==> src/logic/flash_cmd_defines.vh <==
// constants for the flash command front end and query table
// Function
// - wrong address, data or order in a sequence returns to array read
// - command address taken when the later of strobe and select falls
// - command data taken when the earlier of strobe and select rises
// - after power-up the device reads the array with no command
// - finished embedded program or erase returns to array read
// - accepted erase suspend enters suspended mode with array reads allowed
// - suspended-sector reads give status, other reads give array data except while a program runs
// - program finished during suspend keeps the suspended-sector status rule
// - erase suspend capability entry reads 0002h
// - sector protect group size entry reads 0001h
// - temporary unprotect entry reads 0000h, burst read entry 0001h
// - protection scheme entry reads 0006h
// - concurrent operation sector count entry reads 001Fh
// - page read type entry reads 0000h
// - accel supply minimum reads 00B5h and maximum 00C5h
// - boot sector layout flag entry reads 0001h
// - bank count entry reads 0002h
// - bank sector counts read 000Fh, 001Fh, 0000h, 0000h
// - extended block starts with ASCII P, R, I at 40h to 42h
`ifndef FLASH_CMD_DEFINES_VH
`define FLASH_CMD_DEFINES_VH

// query offsets (32-bit mode word offsets)
`define Q_TAG_P            8'h40
`define Q_TAG_R            8'h41
`define Q_TAG_I            8'h42
`define Q_VER_MAJOR        8'h43
`define Q_VER_MINOR        8'h44
`define Q_UNLOCK_REV       8'h45
`define Q_ERASE_SUSP_CAP   8'h46
`define Q_PROT_GROUP       8'h47
`define Q_TEMP_UNPROT      8'h48
`define Q_PROT_SCHEME      8'h49
`define Q_CONC_SECTORS     8'h4A
`define Q_BURST_SUPPORT    8'h4B
`define Q_PAGE_TYPE        8'h4C
`define Q_ACCEL_MIN        8'h4D
`define Q_ACCEL_MAX        8'h4E
`define Q_BOOT_LAYOUT      8'h4F
`define Q_PROG_SUSP        8'h50
`define Q_WBUF_EXP         8'h51
`define Q_BANK_COUNT       8'h57
`define Q_BANK1_SECTORS    8'h58
`define Q_BANK2_SECTORS    8'h59
`define Q_BANK3_SECTORS    8'h5A
`define Q_BANK4_SECTORS    8'h5B

// query values
`define V_TAG_P            16'h0050
`define V_TAG_R            16'h0052
`define V_TAG_I            16'h0049
`define V_VER_MAJOR        16'h0031
`define V_VER_MINOR        16'h0033
`define V_UNLOCK_REV       16'h0004
`define V_ERASE_SUSP_CAP   16'h0002
`define V_PROT_GROUP       16'h0001
`define V_TEMP_UNPROT      16'h0000
`define V_PROT_SCHEME      16'h0006
`define V_CONC_SECTORS     16'h001F
`define V_BURST_SUPPORT    16'h0001
`define V_PAGE_TYPE        16'h0000
`define V_ACCEL_MIN        16'h00B5
`define V_ACCEL_MAX        16'h00C5
`define V_BOOT_LAYOUT      16'h0001
`define V_PROG_SUSP        16'h0001
`define V_WBUF_EXP         16'h0000
`define V_BANK_COUNT       16'h0002
`define V_BANK1_SECTORS    16'h000F
`define V_BANK2_SECTORS    16'h001F
`define V_BANK3_SECTORS    16'h0000
`define V_BANK4_SECTORS    16'h0000

// command cycle addresses (low 11 address bits) and codes
`define UNLOCK_ADDR1       11'h555
`define UNLOCK_ADDR2       11'h2AA
`define QUERY_ADDR         11'h055
`define CMD_UNLOCK1        8'hAA
`define CMD_UNLOCK2        8'h55
`define CMD_PROGRAM        8'hA0
`define CMD_ERASE_SETUP    8'h80
`define CMD_SECTOR_ERASE   8'h30
`define CMD_AUTOSELECT     8'h90
`define CMD_QUERY          8'h98
`define CMD_RESET          8'hF0
`define CMD_SUSPEND        8'hB0
`define CMD_RESUME         8'h30

// status word bit positions
`define ST_BIT_POLL        7
`define ST_BIT_TOGGLE      6
`define ST_BIT_ERROR       5
`define ST_BIT_SUSP_TOG    2

`endif

==> src/logic/flash_cmd_front.v <==
// command entry, read-mode control and query table of the flash front end
`timescale 1ns/1ns
`include "flash_cmd_defines.vh"

module flash_cmd_front #(
  parameter ADDR_W    = 20,                  // word address width
  parameter SEC_SHIFT = 15                   // address bits inside a sector
) (
  input  wire              i_ref_clk,        // 100 MHz core clock
  input  wire              i_resetn,         // power-up reset, active low
  input  wire              i_ce_n,           // chip select pin
  input  wire              i_we_n,           // write strobe pin
  input  wire              i_oe_n,           // output enable pin
  input  wire              i_bus32,          // 1 = 32-bit bus, 0 = 16-bit
  input  wire [ADDR_W-1:0] i_addr,           // address pins
  input  wire [31:0]       i_dq,             // data pins, input side
  output reg  [31:0]       o_dq,             // data pins, output side
  output reg               o_dq_oe,          // data pins driven
  input  wire [31:0]       i_array_data,     // array core read data
  input  wire              i_core_done,      // array core finished operation
  input  wire              i_core_fail,      // array core operation failed
  output reg  [ADDR_W-1:0] o_array_addr,     // address to the array core
  output reg               o_prog_req,       // program start pulse
  output reg               o_erase_req,      // sector erase start pulse
  output reg               o_suspend_req,    // erase suspend pulse
  output reg               o_resume_req,     // erase resume pulse
  output reg  [31:0]       o_prog_data,      // program data
  output reg               o_erase_susp      // erase suspended mode
);

  localparam [3:0] S_READ  = 4'h0;
  localparam [3:0] S_UNLK1 = 4'h1;
  localparam [3:0] S_UNLK2 = 4'h2;
  localparam [3:0] S_PROG  = 4'h3;
  localparam [3:0] S_EUNL0 = 4'h4;
  localparam [3:0] S_EUNL1 = 4'h5;
  localparam [3:0] S_EUNL2 = 4'h6;
  localparam [3:0] S_BPROG = 4'h7;
  localparam [3:0] S_BERAS = 4'h8;
  localparam [3:0] S_QUERY = 4'h9;
  localparam [3:0] S_ASEL  = 4'hA;
  localparam [3:0] S_FAIL  = 4'hB;

  localparam SEC_W = ADDR_W - SEC_SHIFT;

  // reset release
  reg rst_m_q;
  reg rst_n_q;
  always @(posedge i_ref_clk or negedge i_resetn) begin
    if (!i_resetn) begin
      rst_m_q <= 1'b0;
      rst_n_q <= 1'b0;
    end else begin
      rst_m_q <= 1'b1;
      rst_n_q <= rst_m_q;
    end
  end

  // pin synchronisers
  reg [2:0]        ctl_m_q;
  reg [2:0]        ctl_s_q;
  reg              b32_m_q;
  reg              b32_s_q;
  reg [ADDR_W-1:0] adr_m_q;
  reg [ADDR_W-1:0] adr_s_q;
  reg [31:0]       dq_m_q;
  reg [31:0]       dq_s_q;
  always @(posedge i_ref_clk or negedge rst_n_q) begin
    if (!rst_n_q) begin
      ctl_m_q <= 3'h7;
      ctl_s_q <= 3'h7;
      b32_m_q <= 1'b0;
      b32_s_q <= 1'b0;
      adr_m_q <= {ADDR_W{1'b0}};
      adr_s_q <= {ADDR_W{1'b0}};
      dq_m_q  <= 32'h00000000;
      dq_s_q  <= 32'h00000000;
    end else begin
      ctl_m_q <= {i_oe_n, i_we_n, i_ce_n};
      ctl_s_q <= ctl_m_q;
      b32_m_q <= i_bus32;
      b32_s_q <= b32_m_q;
      adr_m_q <= i_addr;
      adr_s_q <= adr_m_q;
      dq_m_q  <= i_dq;
      dq_s_q  <= dq_m_q;
    end
  end

  wire wr_act = ~ctl_s_q[0] & ~ctl_s_q[1];
  wire rd_act = ~ctl_s_q[0] & ~ctl_s_q[2] & ctl_s_q[1];

  reg              wr_act_q;
  reg              rd_act_q;
  reg [ADDR_W-1:0] cmd_addr_q;
  always @(posedge i_ref_clk or negedge rst_n_q) begin
    if (!rst_n_q) begin
      wr_act_q   <= 1'b0;
      rd_act_q   <= 1'b0;
      cmd_addr_q <= {ADDR_W{1'b0}};
    end else begin
      wr_act_q <= wr_act;
      rd_act_q <= rd_act;
      if (wr_act && !wr_act_q)
        cmd_addr_q <= adr_s_q;
    end
  end

  // data taken when the write window closes, i.e. first rising pin
  wire       wr_end  = wr_act_q & ~wr_act;
  wire [7:0] wr_data = dq_s_q[7:0];
  wire [10:0] wa     = cmd_addr_q[10:0];
  wire [SEC_W-1:0] wsec = cmd_addr_q[ADDR_W-1:SEC_SHIFT];
  wire [SEC_W-1:0] rsec = adr_s_q[ADDR_W-1:SEC_SHIFT];
  wire is_unlk1 = (wa == `UNLOCK_ADDR1) && (wr_data == `CMD_UNLOCK1);
  wire is_unlk2 = (wa == `UNLOCK_ADDR2) && (wr_data == `CMD_UNLOCK2);
  wire is_reset = (wr_data == `CMD_RESET);

  // query offset: word offset in 32-bit mode, half the address in 16-bit
  wire [7:0] q_off = b32_s_q ? adr_s_q[7:0] : adr_s_q[8:1];

  function [15:0] query_value;
    input [7:0] off;
    begin
      case (off)
        `Q_TAG_P:          query_value = `V_TAG_P;
        `Q_TAG_R:          query_value = `V_TAG_R;
        `Q_TAG_I:          query_value = `V_TAG_I;
        `Q_VER_MAJOR:      query_value = `V_VER_MAJOR;
        `Q_VER_MINOR:      query_value = `V_VER_MINOR;
        `Q_UNLOCK_REV:     query_value = `V_UNLOCK_REV;
        `Q_ERASE_SUSP_CAP: query_value = `V_ERASE_SUSP_CAP;
        `Q_PROT_GROUP:     query_value = `V_PROT_GROUP;
        `Q_TEMP_UNPROT:    query_value = `V_TEMP_UNPROT;
        `Q_PROT_SCHEME:    query_value = `V_PROT_SCHEME;
        `Q_CONC_SECTORS:   query_value = `V_CONC_SECTORS;
        `Q_BURST_SUPPORT:  query_value = `V_BURST_SUPPORT;
        `Q_PAGE_TYPE:      query_value = `V_PAGE_TYPE;
        `Q_ACCEL_MIN:      query_value = `V_ACCEL_MIN;
        `Q_ACCEL_MAX:      query_value = `V_ACCEL_MAX;
        `Q_BOOT_LAYOUT:    query_value = `V_BOOT_LAYOUT;
        `Q_PROG_SUSP:      query_value = `V_PROG_SUSP;
        `Q_WBUF_EXP:       query_value = `V_WBUF_EXP;
        `Q_BANK_COUNT:     query_value = `V_BANK_COUNT;
        `Q_BANK1_SECTORS:  query_value = `V_BANK1_SECTORS;
        `Q_BANK2_SECTORS:  query_value = `V_BANK2_SECTORS;
        `Q_BANK3_SECTORS:  query_value = `V_BANK3_SECTORS;
        `Q_BANK4_SECTORS:  query_value = `V_BANK4_SECTORS;
        default:           query_value = 16'h0000;
      endcase
    end
  endfunction

  reg [3:0]       state_q;
  reg [3:0]       state_d;
  reg             susp_q;
  reg [SEC_W-1:0] susp_sec_q;
  reg [SEC_W-1:0] ers_sec_q;
  reg             err_q;
  reg             tog_q;
  reg             stog_q;

  wire busy = (state_q == S_BPROG) || (state_q == S_BERAS) ||
              (state_q == S_FAIL);

  // command sequencer; an unexpected cycle falls back to array read, except in program and erase (held) and fail (held until reset)
  always @* begin
    state_d = state_q;
    if (wr_end) begin
      case (state_q)
        S_READ, S_QUERY, S_ASEL: begin
          if (is_unlk1 && state_q == S_READ)
            state_d = S_UNLK1;
          else if (wr_data == `CMD_QUERY && wa == `QUERY_ADDR)
            state_d = S_QUERY;
          else if (susp_q && wr_data == `CMD_RESUME && state_q == S_READ)
            state_d = S_BERAS;
          else
            state_d = S_READ;
        end
        S_UNLK1: state_d = is_unlk2 ? S_UNLK2 : S_READ;
        S_UNLK2: begin
          if (wa == `UNLOCK_ADDR1 && wr_data == `CMD_PROGRAM)
            state_d = S_PROG;
          else if (wa == `UNLOCK_ADDR1 && wr_data == `CMD_ERASE_SETUP &&
                   !susp_q)
            state_d = S_EUNL0;
          else if (wa == `UNLOCK_ADDR1 && wr_data == `CMD_AUTOSELECT)
            state_d = S_ASEL;
          else
            state_d = S_READ;
        end
        S_PROG:  state_d = S_BPROG;
        S_EUNL0: state_d = is_unlk1 ? S_EUNL1 : S_READ;
        S_EUNL1: state_d = is_unlk2 ? S_EUNL2 : S_READ;
        S_EUNL2: state_d = (wr_data == `CMD_SECTOR_ERASE) ? S_BERAS
                                                          : S_READ;
        S_BERAS: state_d = (wr_data == `CMD_SUSPEND) ? S_READ
                                                     : S_BERAS;
        S_FAIL:  state_d = is_reset ? S_READ : S_FAIL;
        default: state_d = state_q;
      endcase
    end else if (i_core_fail && (state_q == S_BPROG ||
                                 state_q == S_BERAS)) begin
      state_d = S_FAIL;
    end else if (i_core_done && (state_q == S_BPROG ||
                                 state_q == S_BERAS)) begin
      state_d = S_READ;
    end
  end

  always @(posedge i_ref_clk or negedge rst_n_q) begin
    if (!rst_n_q) begin
      state_q       <= S_READ;
      susp_q        <= 1'b0;
      susp_sec_q    <= {SEC_W{1'b0}};
      ers_sec_q     <= {SEC_W{1'b0}};
      err_q         <= 1'b0;
      tog_q         <= 1'b0;
      stog_q        <= 1'b0;
      o_prog_req    <= 1'b0;
      o_erase_req   <= 1'b0;
      o_suspend_req <= 1'b0;
      o_resume_req  <= 1'b0;
      o_prog_data   <= 32'h00000000;
      o_array_addr  <= {ADDR_W{1'b0}};
      o_erase_susp  <= 1'b0;
      o_dq          <= 32'h00000000;
      o_dq_oe       <= 1'b0;
    end else begin
      state_q       <= state_d;
      o_prog_req    <= 1'b0;
      o_erase_req   <= 1'b0;
      o_suspend_req <= 1'b0;
      o_resume_req  <= 1'b0;
      if (wr_end && state_q == S_PROG) begin
        o_prog_req   <= 1'b1;
        o_prog_data  <= dq_s_q;
        o_array_addr <= cmd_addr_q;
      end else if (wr_end && state_q == S_EUNL2 &&
                   wr_data == `CMD_SECTOR_ERASE) begin
        o_erase_req  <= 1'b1;
        ers_sec_q    <= wsec;
        o_array_addr <= cmd_addr_q;
      end else if (rd_act) begin
        o_array_addr <= adr_s_q;
      end
      if (wr_end && state_q == S_BERAS && wr_data == `CMD_SUSPEND) begin
        susp_q        <= 1'b1;
        susp_sec_q    <= ers_sec_q;
        o_suspend_req <= 1'b1;
      end else if (state_d == S_BERAS && state_q == S_READ) begin
        susp_q       <= 1'b0;
        o_resume_req <= 1'b1;
      end else if (state_q == S_BERAS && state_d == S_READ) begin
        susp_q <= 1'b0;
      end
      o_erase_susp <= susp_q;
      // error flag: a reset write in the same cycle as a failure wins, and the failure is dropped
      if (state_d == S_FAIL)
        err_q <= 1'b1;
      else if (wr_end && is_reset)
        err_q <= 1'b0;
      if (rd_act && !rd_act_q) begin
        tog_q <= ~tog_q;
        if (susp_q && rsec == susp_sec_q)
          stog_q <= ~stog_q;
      end
      o_dq_oe <= rd_act;
      if (busy) begin
        o_dq <= 32'h00000000;
        o_dq[`ST_BIT_TOGGLE] <= tog_q;
        o_dq[`ST_BIT_ERROR]  <= err_q;
        o_dq[`ST_BIT_POLL]   <= ~i_array_data[`ST_BIT_POLL];
      end else if (state_q == S_QUERY) begin
        o_dq <= {16'h0000, query_value(q_off)};
      end else if (susp_q && rsec == susp_sec_q) begin
        o_dq <= 32'h00000000;
        o_dq[`ST_BIT_POLL]     <= 1'b1;
        o_dq[`ST_BIT_SUSP_TOG] <= stog_q;
      end else begin
        o_dq <= i_array_data;
      end
    end
  end

endmodule // flash_cmd_front

==> config.mk <==
export PLATFORM = sky130hd
export DESIGN_NAME = flash_cmd_front
export DESIGN_NICKNAME = d
export VERILOG_FILES = /design/src/logic/flash_cmd_front.v
export VERILOG_INCLUDE_DIRS = /design/src /design/src/logic
export SDC_FILE = /design/constraint.sdc
export NUM_CORES = 1
export LEC_CHECK = 0
export BUFFER_PORTS_ARGS = -buffer_cell sky130_fd_sc_hd__buf_2
export CORE_ASPECT_RATIO = 1.25
export CORE_UTILIZATION = 54
export DETAILED_ROUTE_END_ITERATION = 7
export GPL_TIMING_DRIVEN = 0
export PLACE_DENSITY = 0.76
export SYNTH_ARGS = -nofsm -noshare
export SYNTH_HDL_FRONTEND = slang
export SYNTH_SLANG_ARGS = --single-unit
==> constraint.sdc <==
create_clock -name i_ref_clk -period 9.8 [get_ports i_ref_clk]
set_input_delay 0.98 -clock i_ref_clk [delete_from_list [all_inputs] [get_ports i_ref_clk]]
set_output_delay 0.98 -clock i_ref_clk [all_outputs]
set_load 0.01 [all_outputs]
## After elaboration in Yosys (flattened, before gate mapping)

Index checks and enable logic that the tools add are counted.

| cells by class | value |
|---|---|
| reductions and logical operators | 39 |
| mux-type cells | 35 |
| bitwise logic cells | 12 |
| equality and inequality tests | 44 |

Operators by type and width:

| operator | number |
|---|---|
| == test 8 x 7 -> 1 bit, second input constant | 19 |
| case mux 8 bit (13 select lines) | 1 |
| two-way mux 32 bit | 3 |
| two-way mux 20 bit | 3 |
| == test 8 bit, second input constant | 7 |
| two-way mux 4 bit | 12 |
| case mux 4 bit (9 select lines) | 1 |
| == test 4 bit, second input constant | 6 |
| logical AND 1 bit | 23 |
| == test 4 x 3 -> 1 bit, second input constant | 4 |
| == test 11 x 10 -> 1 bit, second input constant | 1 |
| == test 11 bit, second input constant | 1 |
| == test 11 x 7 -> 1 bit, second input constant | 1 |
| two-way mux 1 bit | 11 |
| == test 4 x 2 -> 1 bit, second input constant | 2 |
| == test 8 x 6 -> 1 bit, second input constant | 1 |
| zero test 4 bit | 2 |
| two-way mux 8 bit | 1 |
| NOT 1 bit | 8 |
| two-way mux 3 bit | 2 |
| nonzero test 3 bit | 2 |
| == test 5 bit | 1 |
| bitwise AND 1 bit | 4 |
| == test 4 x 1 -> 1 bit, second input constant | 1 |
| other kinds (8) | 13 |

| storage, ports and cells | value |
|---|---|
| input port bits | 92 |
| logic and storage cells | 158 |
| register bits after elaboration | 243 |

## Longest topological paths before layout

| logic depth | value |
|---|---|
| depth in word-level cells | 13 |
| mapped depth | 9 |
| gate-level depth less buffers | 7 |

## Least setup slack after synthesis

Ideal clock, no wire load.

| timing path | value |
|---|---|
| kind | input to register |
| start point | in i_core_fail |
| end point | reg susp_q |
| buffers on the path | 0 |
| stages | 6 |
| data arrival time | 1,813 ps |
| slack | 7,849 ps |
| cell sequence | inv_1 -> o211ai_1 -> a31oi_1 -> a31oi_4 -> a2111oi_0 -> a21oi_1 |

| between the ends | value |
|---|---|
| longest elaborated chain between the ends | 7 |
| elaborated cells between the ends (all ways) | 10 |
| classes of those cells | 1 x eq/ne; 4 x mux; 5 x reduce/logical |

Ends and longest elaborated chain:

| element | RTL line | text |
|---|---|---|
| start: declaration | flash_cmd_front.v:21 | `input wire i_core_fail,` |
| logical AND 1 bit (*) | flash_cmd_front.v:203 | `end else if (i_core_fail && (state_q == S_BPROG \|\|` |
| two-way mux 4 bit (*) | flash_cmd_front.v:203 |  |
| two-way mux 4 bit (*) | flash_cmd_front.v:169 | `if (wr_end) begin` |
| via state_d[0] | flash_cmd_front.v:155 | `reg [3:0] state_d;` |
| == test 4 bit | flash_cmd_front.v:252 | `end else if (state_d == S_BERAS && state_q == S_READ) begin` |
| logical AND 1 bit | flash_cmd_front.v:252 |  |
| two-way mux 1 bit | flash_cmd_front.v:252 |  |
| two-way mux 1 bit | flash_cmd_front.v:248 | `` if (wr_end && state_q == S_BERAS && wr_data == `CMD_SUSPEND) begin `` |
| end signal: assignment | flash_cmd_front.v:249 | `susp_q <= 1'b1;` |
| end signal: assignment | flash_cmd_front.v:253 | `susp_q <= 1'b0;` |
| end signal: assignment | flash_cmd_front.v:256 | `susp_q <= 1'b0;` |
| end: declaration | flash_cmd_front.v:156 | `reg susp_q;` |

Mark *: on every way through the listed nets, which the timed path passes. The rest lies on a longest branch.
A chain may end at the register's enable or synchronous reset.

## Worst setup path after layout

| timing path | value |
|---|---|
| start point | reg ctl_s_q[0] |
| end point | reg o_array_addr[5] |

| between the ends | value |
|---|---|
| longest elaborated chain between the ends | 8 |
| elaborated cells between the ends (all ways) | 12 |
| classes of those cells | 2 x mux; 6 x bitwise; 4 x reduce/logical |

Ends and longest elaborated chain:

| element | RTL line | text |
|---|---|---|
| start: declaration | flash_cmd_front.v:61 | `reg [2:0] ctl_s_q;` |
| start signal: assignment | flash_cmd_front.v:80 | `ctl_s_q <= ctl_m_q;` |
| NOT 1 bit (*) | flash_cmd_front.v:90, flash_cmd_front.v:91 |  |
| bitwise AND 1 bit | flash_cmd_front.v:90 | `wire wr_act = ~ctl_s_q[0] & ~ctl_s_q[1];` |
| NOT 1 bit | flash_cmd_front.v:110 | `wire wr_end = wr_act_q & ~wr_act;` |
| bitwise AND 1 bit | flash_cmd_front.v:110 |  |
| logical AND 1 bit | flash_cmd_front.v:240 | `end else if (wr_end && state_q == S_EUNL2 &&` |
| logical AND 1 bit (no source line) | -- |  |
| two-way mux 20 bit | flash_cmd_front.v:240 |  |
| two-way mux 20 bit | flash_cmd_front.v:236 | `if (wr_end && state_q == S_PROG) begin` |
| end signal: assignment | flash_cmd_front.v:239 | `o_array_addr <= cmd_addr_q;` |
| end signal: assignment | flash_cmd_front.v:244 | `o_array_addr <= cmd_addr_q;` |
| end signal: assignment | flash_cmd_front.v:246 | `o_array_addr <= adr_s_q;` |
| end: declaration | flash_cmd_front.v:22 | `output reg [ADDR_W-1:0] o_array_addr,` |

Every way passes the cells marked *; elsewhere a longest branch is shown, timed or not.

==> run_results.csv <==
group,metric,value,unit
status,status,"finished, final reports clean",
detailed_routing,vias,5931,
clock_network,holdBufCountCts,0,
pwr,ir_worst_vdd,0.000207,V
cells_and_area,syn2layout_area_growth,22.9,%
synth,ys_seq_area_share,68.8,%
clock_network,cts.sinks,243,
clock_network,path_clk_slew,0.06,ns
detailed_routing,drt_iter0_drc,369,
synth,synth.distinct_cells,69,
clock_network,cts_tree,"done",
hold_path,hold_path_class,"input port to asynchronous set/reset pin",
grt,antenna_found_initial,1,
clock_network,post_cts_buffers,0,
detailed_routing,wirelength_met1,7480,um
sta,tightest_slew,0.857,ns
cells_and_area,multi_input_area,2610,um^2
sta,max_freq,391,MHz
setup_path,crit_path_end_kind,"flip-flop",
synth,synthAdderAreaFrac,0,%
sta,setup_tns,0,ns
cells_and_area,finalNetCount,996,
pwr,p_leak,0.00530,uW
placement,gp_congestion,0.884,
cells_and_area,drive_gt1_share,31.0,%
synth,synth_mux_area_share,6.73,%
setup_path,r2r_setup_slack,7.24,ns
sta,max-slew-margin-rel,42.9,%
detailed_routing,dr_wl_met2,10300,um
synth,synth_fp_nets,788,
setup_path,critPathSlowestCell,"dfstp_2",
synth,synth_xor_area_share,1.09,%
detailed_routing,drt-pass1-iter-count,4,
synth,synth-simple-area-share,15.3,%
clock_network,clk_path_buf_depth,3,
setup_path,rr_worst_depth,8,
cells_and_area,final_util,68.7,%
clock_network,cts_buffers,22,
sta,fin_crit,2.56,ns
synth,yosysWarnings,0,
setup_path,cp-start-kind,"flip-flop",
detailed_routing,drtAntennaViolNets,0,
sta,post-route-period-util,26.1,%
detailed_routing,drc,0,
clock_network,cts_root_buffer,"clkbuf_16",
sta,rsz0062_at_grt,"no",
grt,grt_pass1_wl,31700,um
clock_network,cts_resized,0,
detailed_routing,vias_per_cell,5.24,
synth,synth_area,8850,um^2
grt,grt.overflow.total,0,
setup_path,required,10.18,ns
floorplanning,core_area,15800,um^2
detailed_routing,totalWireLength,19400,um
synth,ys.flop_type,"dfrtp_1",
setup_path,cp_cell_sequence,"o21a_1 -> clkbuf_1 -> nand4_1 -> inv_1 -> nor2_1 -> clkbuf_1 -> nor2_1 -> a21oi_1",
setup_path,r2r-start,"ctl_s_q[0]",
sta,finalSetupViolCount,0,
sta,final_hold_viol_count,0,
grt,grtUsageTotal,24.2,%
floorplanning,initial_core_util,55.9,%
synth,ys_seq_elements,243,
synth,async_flop_share,100,%
setup_path,slowest_delay,0.56,ns
floorplanning,dieArea,16900,um^2
floorplanning,ios,182,
clock_network,h-tree-depth,1,
detailed_routing,top_layer,"met4",
pwr,p_per_area,267,nW/um^2
detailed_routing,met3WireLength,1200,um
sta,skew,0.00512,ns
detailed_routing,wire_per_inst,17.1,um
synth,synth_largest_area_cell,"dfrtp_1",
sta,slew_viol_final,0,
setup_path,critPathKind,"flip-flop to flip-flop",
cells_and_area,layout_commonest_cell,"dfrtp_1",
floorplanning,die-height,145,um
cells_and_area,layout_common_cells,"dfrtp_1, buf_2, nand2_1",
flow_run,max-cap-violations,0,
cells_and_area,fill_cells,1191,
grt,grt_max_degree,70,
synth,synth_edf_count,0,
placement,dp_hpwl,13700,um
synth,synth_cells,696,
floorplanning,die_w,116,um
setup_path,crit_fanout,10,
synth,synth_top_cell_area_share,67.0,%
cells_and_area,seq_area,6090,um^2
synth,synth_top_family_by_area,"simple AND/OR/NAND/NOR gates",
grt,first_global_vias,6294,
setup_path,arrival,2.93,ns
synth,yosys-top-cells-area,"dfrtp_1, nand2_1, mux2_2, mux2i_1, and2_1",
clock_network,clock_latency,0.50,ns
placement,io_buffers,181,
synth,synth-compound-area-share,6.36,%
setup_path,rr_endpoint,"o_array_addr[5]",
synth,syn_avg_cell_area,12.7,um^2
floorplanning,fp-row-count,51,
flip-flops by register name (all words and copies together) (netlist names), 3 cells and up:
name and count:
ers_sec_q 5, ctl_s_q 3, o_prog_data 32, adr_m_q 20, adr_s_q 20, o_dq 32, susp_sec_q 5, o_array_addr 20
dq_s_q 32, cmd_addr_q 20, dq_m_q 32, ctl_m_q 3, state_q 4
area by class of cell:
type / instances / share of cell area (%)
Sequential cell: 243 / 56.0
Multi-Input combinational cell: 417 / 24.0
Timing Repair Buffer: 184 / 9.09
Clock buffer: 29 / 5.87
Tap cell: 212 / 2.44
Clock inverter: 9 / 1.14
Buffer: 29 / 1.14
Inverter: 7 / 0.242
Antenna cell: 2 / 0.0460
stage by stage:
stage	power, uW	instances	instance area (um^2)	hold WS (ns)	setup WS (ns)
final	2910	1132	10900	0.252	7.24
after global routing	3060	1130	10900	0.236	6.96
after CTS	2930	1130	10900	0.237	7.24
after detailed placement	2030	1092	10100	0.335	7.32
after global placement	2000	1089	10000	0.331	0.304
after floorplan	1730	696	8850	0.331	2.54
where the power goes:
part	leakage (uW)	switching [uW]	internal, uW	total, uW
combinational	0.00197	407	292	698
clock	0.000381	356	536	892
sequential	0.00295	112	1200	1320
worst max-delay path by stage:
stage,cells after the start,start,end
final,8,ctl_s_q[0],o_array_addr[5]
after detailed placement,8,ctl_s_q[0],o_array_addr[15]
after global routing,8,ctl_s_q[0],o_array_addr[5]
after CTS,8,ctl_s_q[0],o_array_addr[5]
after floorplan,0,rst_n_q,adr_m_q[0]
after global placement,0,rst_n_q,o_resume_req
metal layers:
metal / vias to the layer above / global-route usage [%]
li1: 2783 / -
met1: 2930 / 29.1
met2: 181 / 42.8
met3: 37 / 5.93
met4: 0 / 6.09
met5: - / 0
worst max-delay path: cells and delay by family (launching register included):
kind                   cells  cell delay [ns]
flip-flops                 1             0.56
buffers and inverters      3             0.93
AO/OA/AOI/OAI              2             0.21
AND/OR/NAND/NOR            3             0.72
synthesized netlist by cell type (2+ instances only):
| cell type | count |
|---|---|
| and4b_1 | 6 |
| nor3b_1 | 4 |
| a311oi_1 | 2 |
| a22oi_1 | 2 |
| o21ai_2 | 2 |
| or2_2 | 2 |
| nand3b_1 | 2 |
| nor2_1 | 41 |
| nor2b_1 | 3 |
| nor4_1 | 5 |
| buf_2 | 9 |
| o21a_1 | 3 |
| and4bb_2 | 2 |
| nor3_2 | 2 |
| o22ai_1 | 4 |
| or3_1 | 2 |
| xnor2_1 | 5 |
| a21oi_1 | 27 |
| dfstp_2 | 6 |
| and4_1 | 2 |
| dfrtp_1 | 237 |
| o21ai_0 | 13 |
| nand4_1 | 9 |
| clkbuf_1 | 18 |
| nand2_1 | 126 |
| nor4b_2 | 2 |
| xor2_1 | 6 |
| nand2b_1 | 2 |
| inv_1 | 6 |
| nor4bb_1 | 2 |
| mux2i_1 | 28 |
| mux2_2 | 28 |
| a211oi_1 | 2 |
| o31ai_1 | 3 |
| o21ai_1 | 2 |
| and2_1 | 27 |
| a31oi_1 | 4 |
| nor3_1 | 8 |
| nand3_1 | 10 |
| a32oi_1 | 3 |
cell families after synthesis:
family,after synthesis
compound gates,83
xor+xnor,11
buf+inv,36
flops,243
mux,56
other cells,1
simple gates,266
No activity file was read; power rests on OpenSTA's default activity.
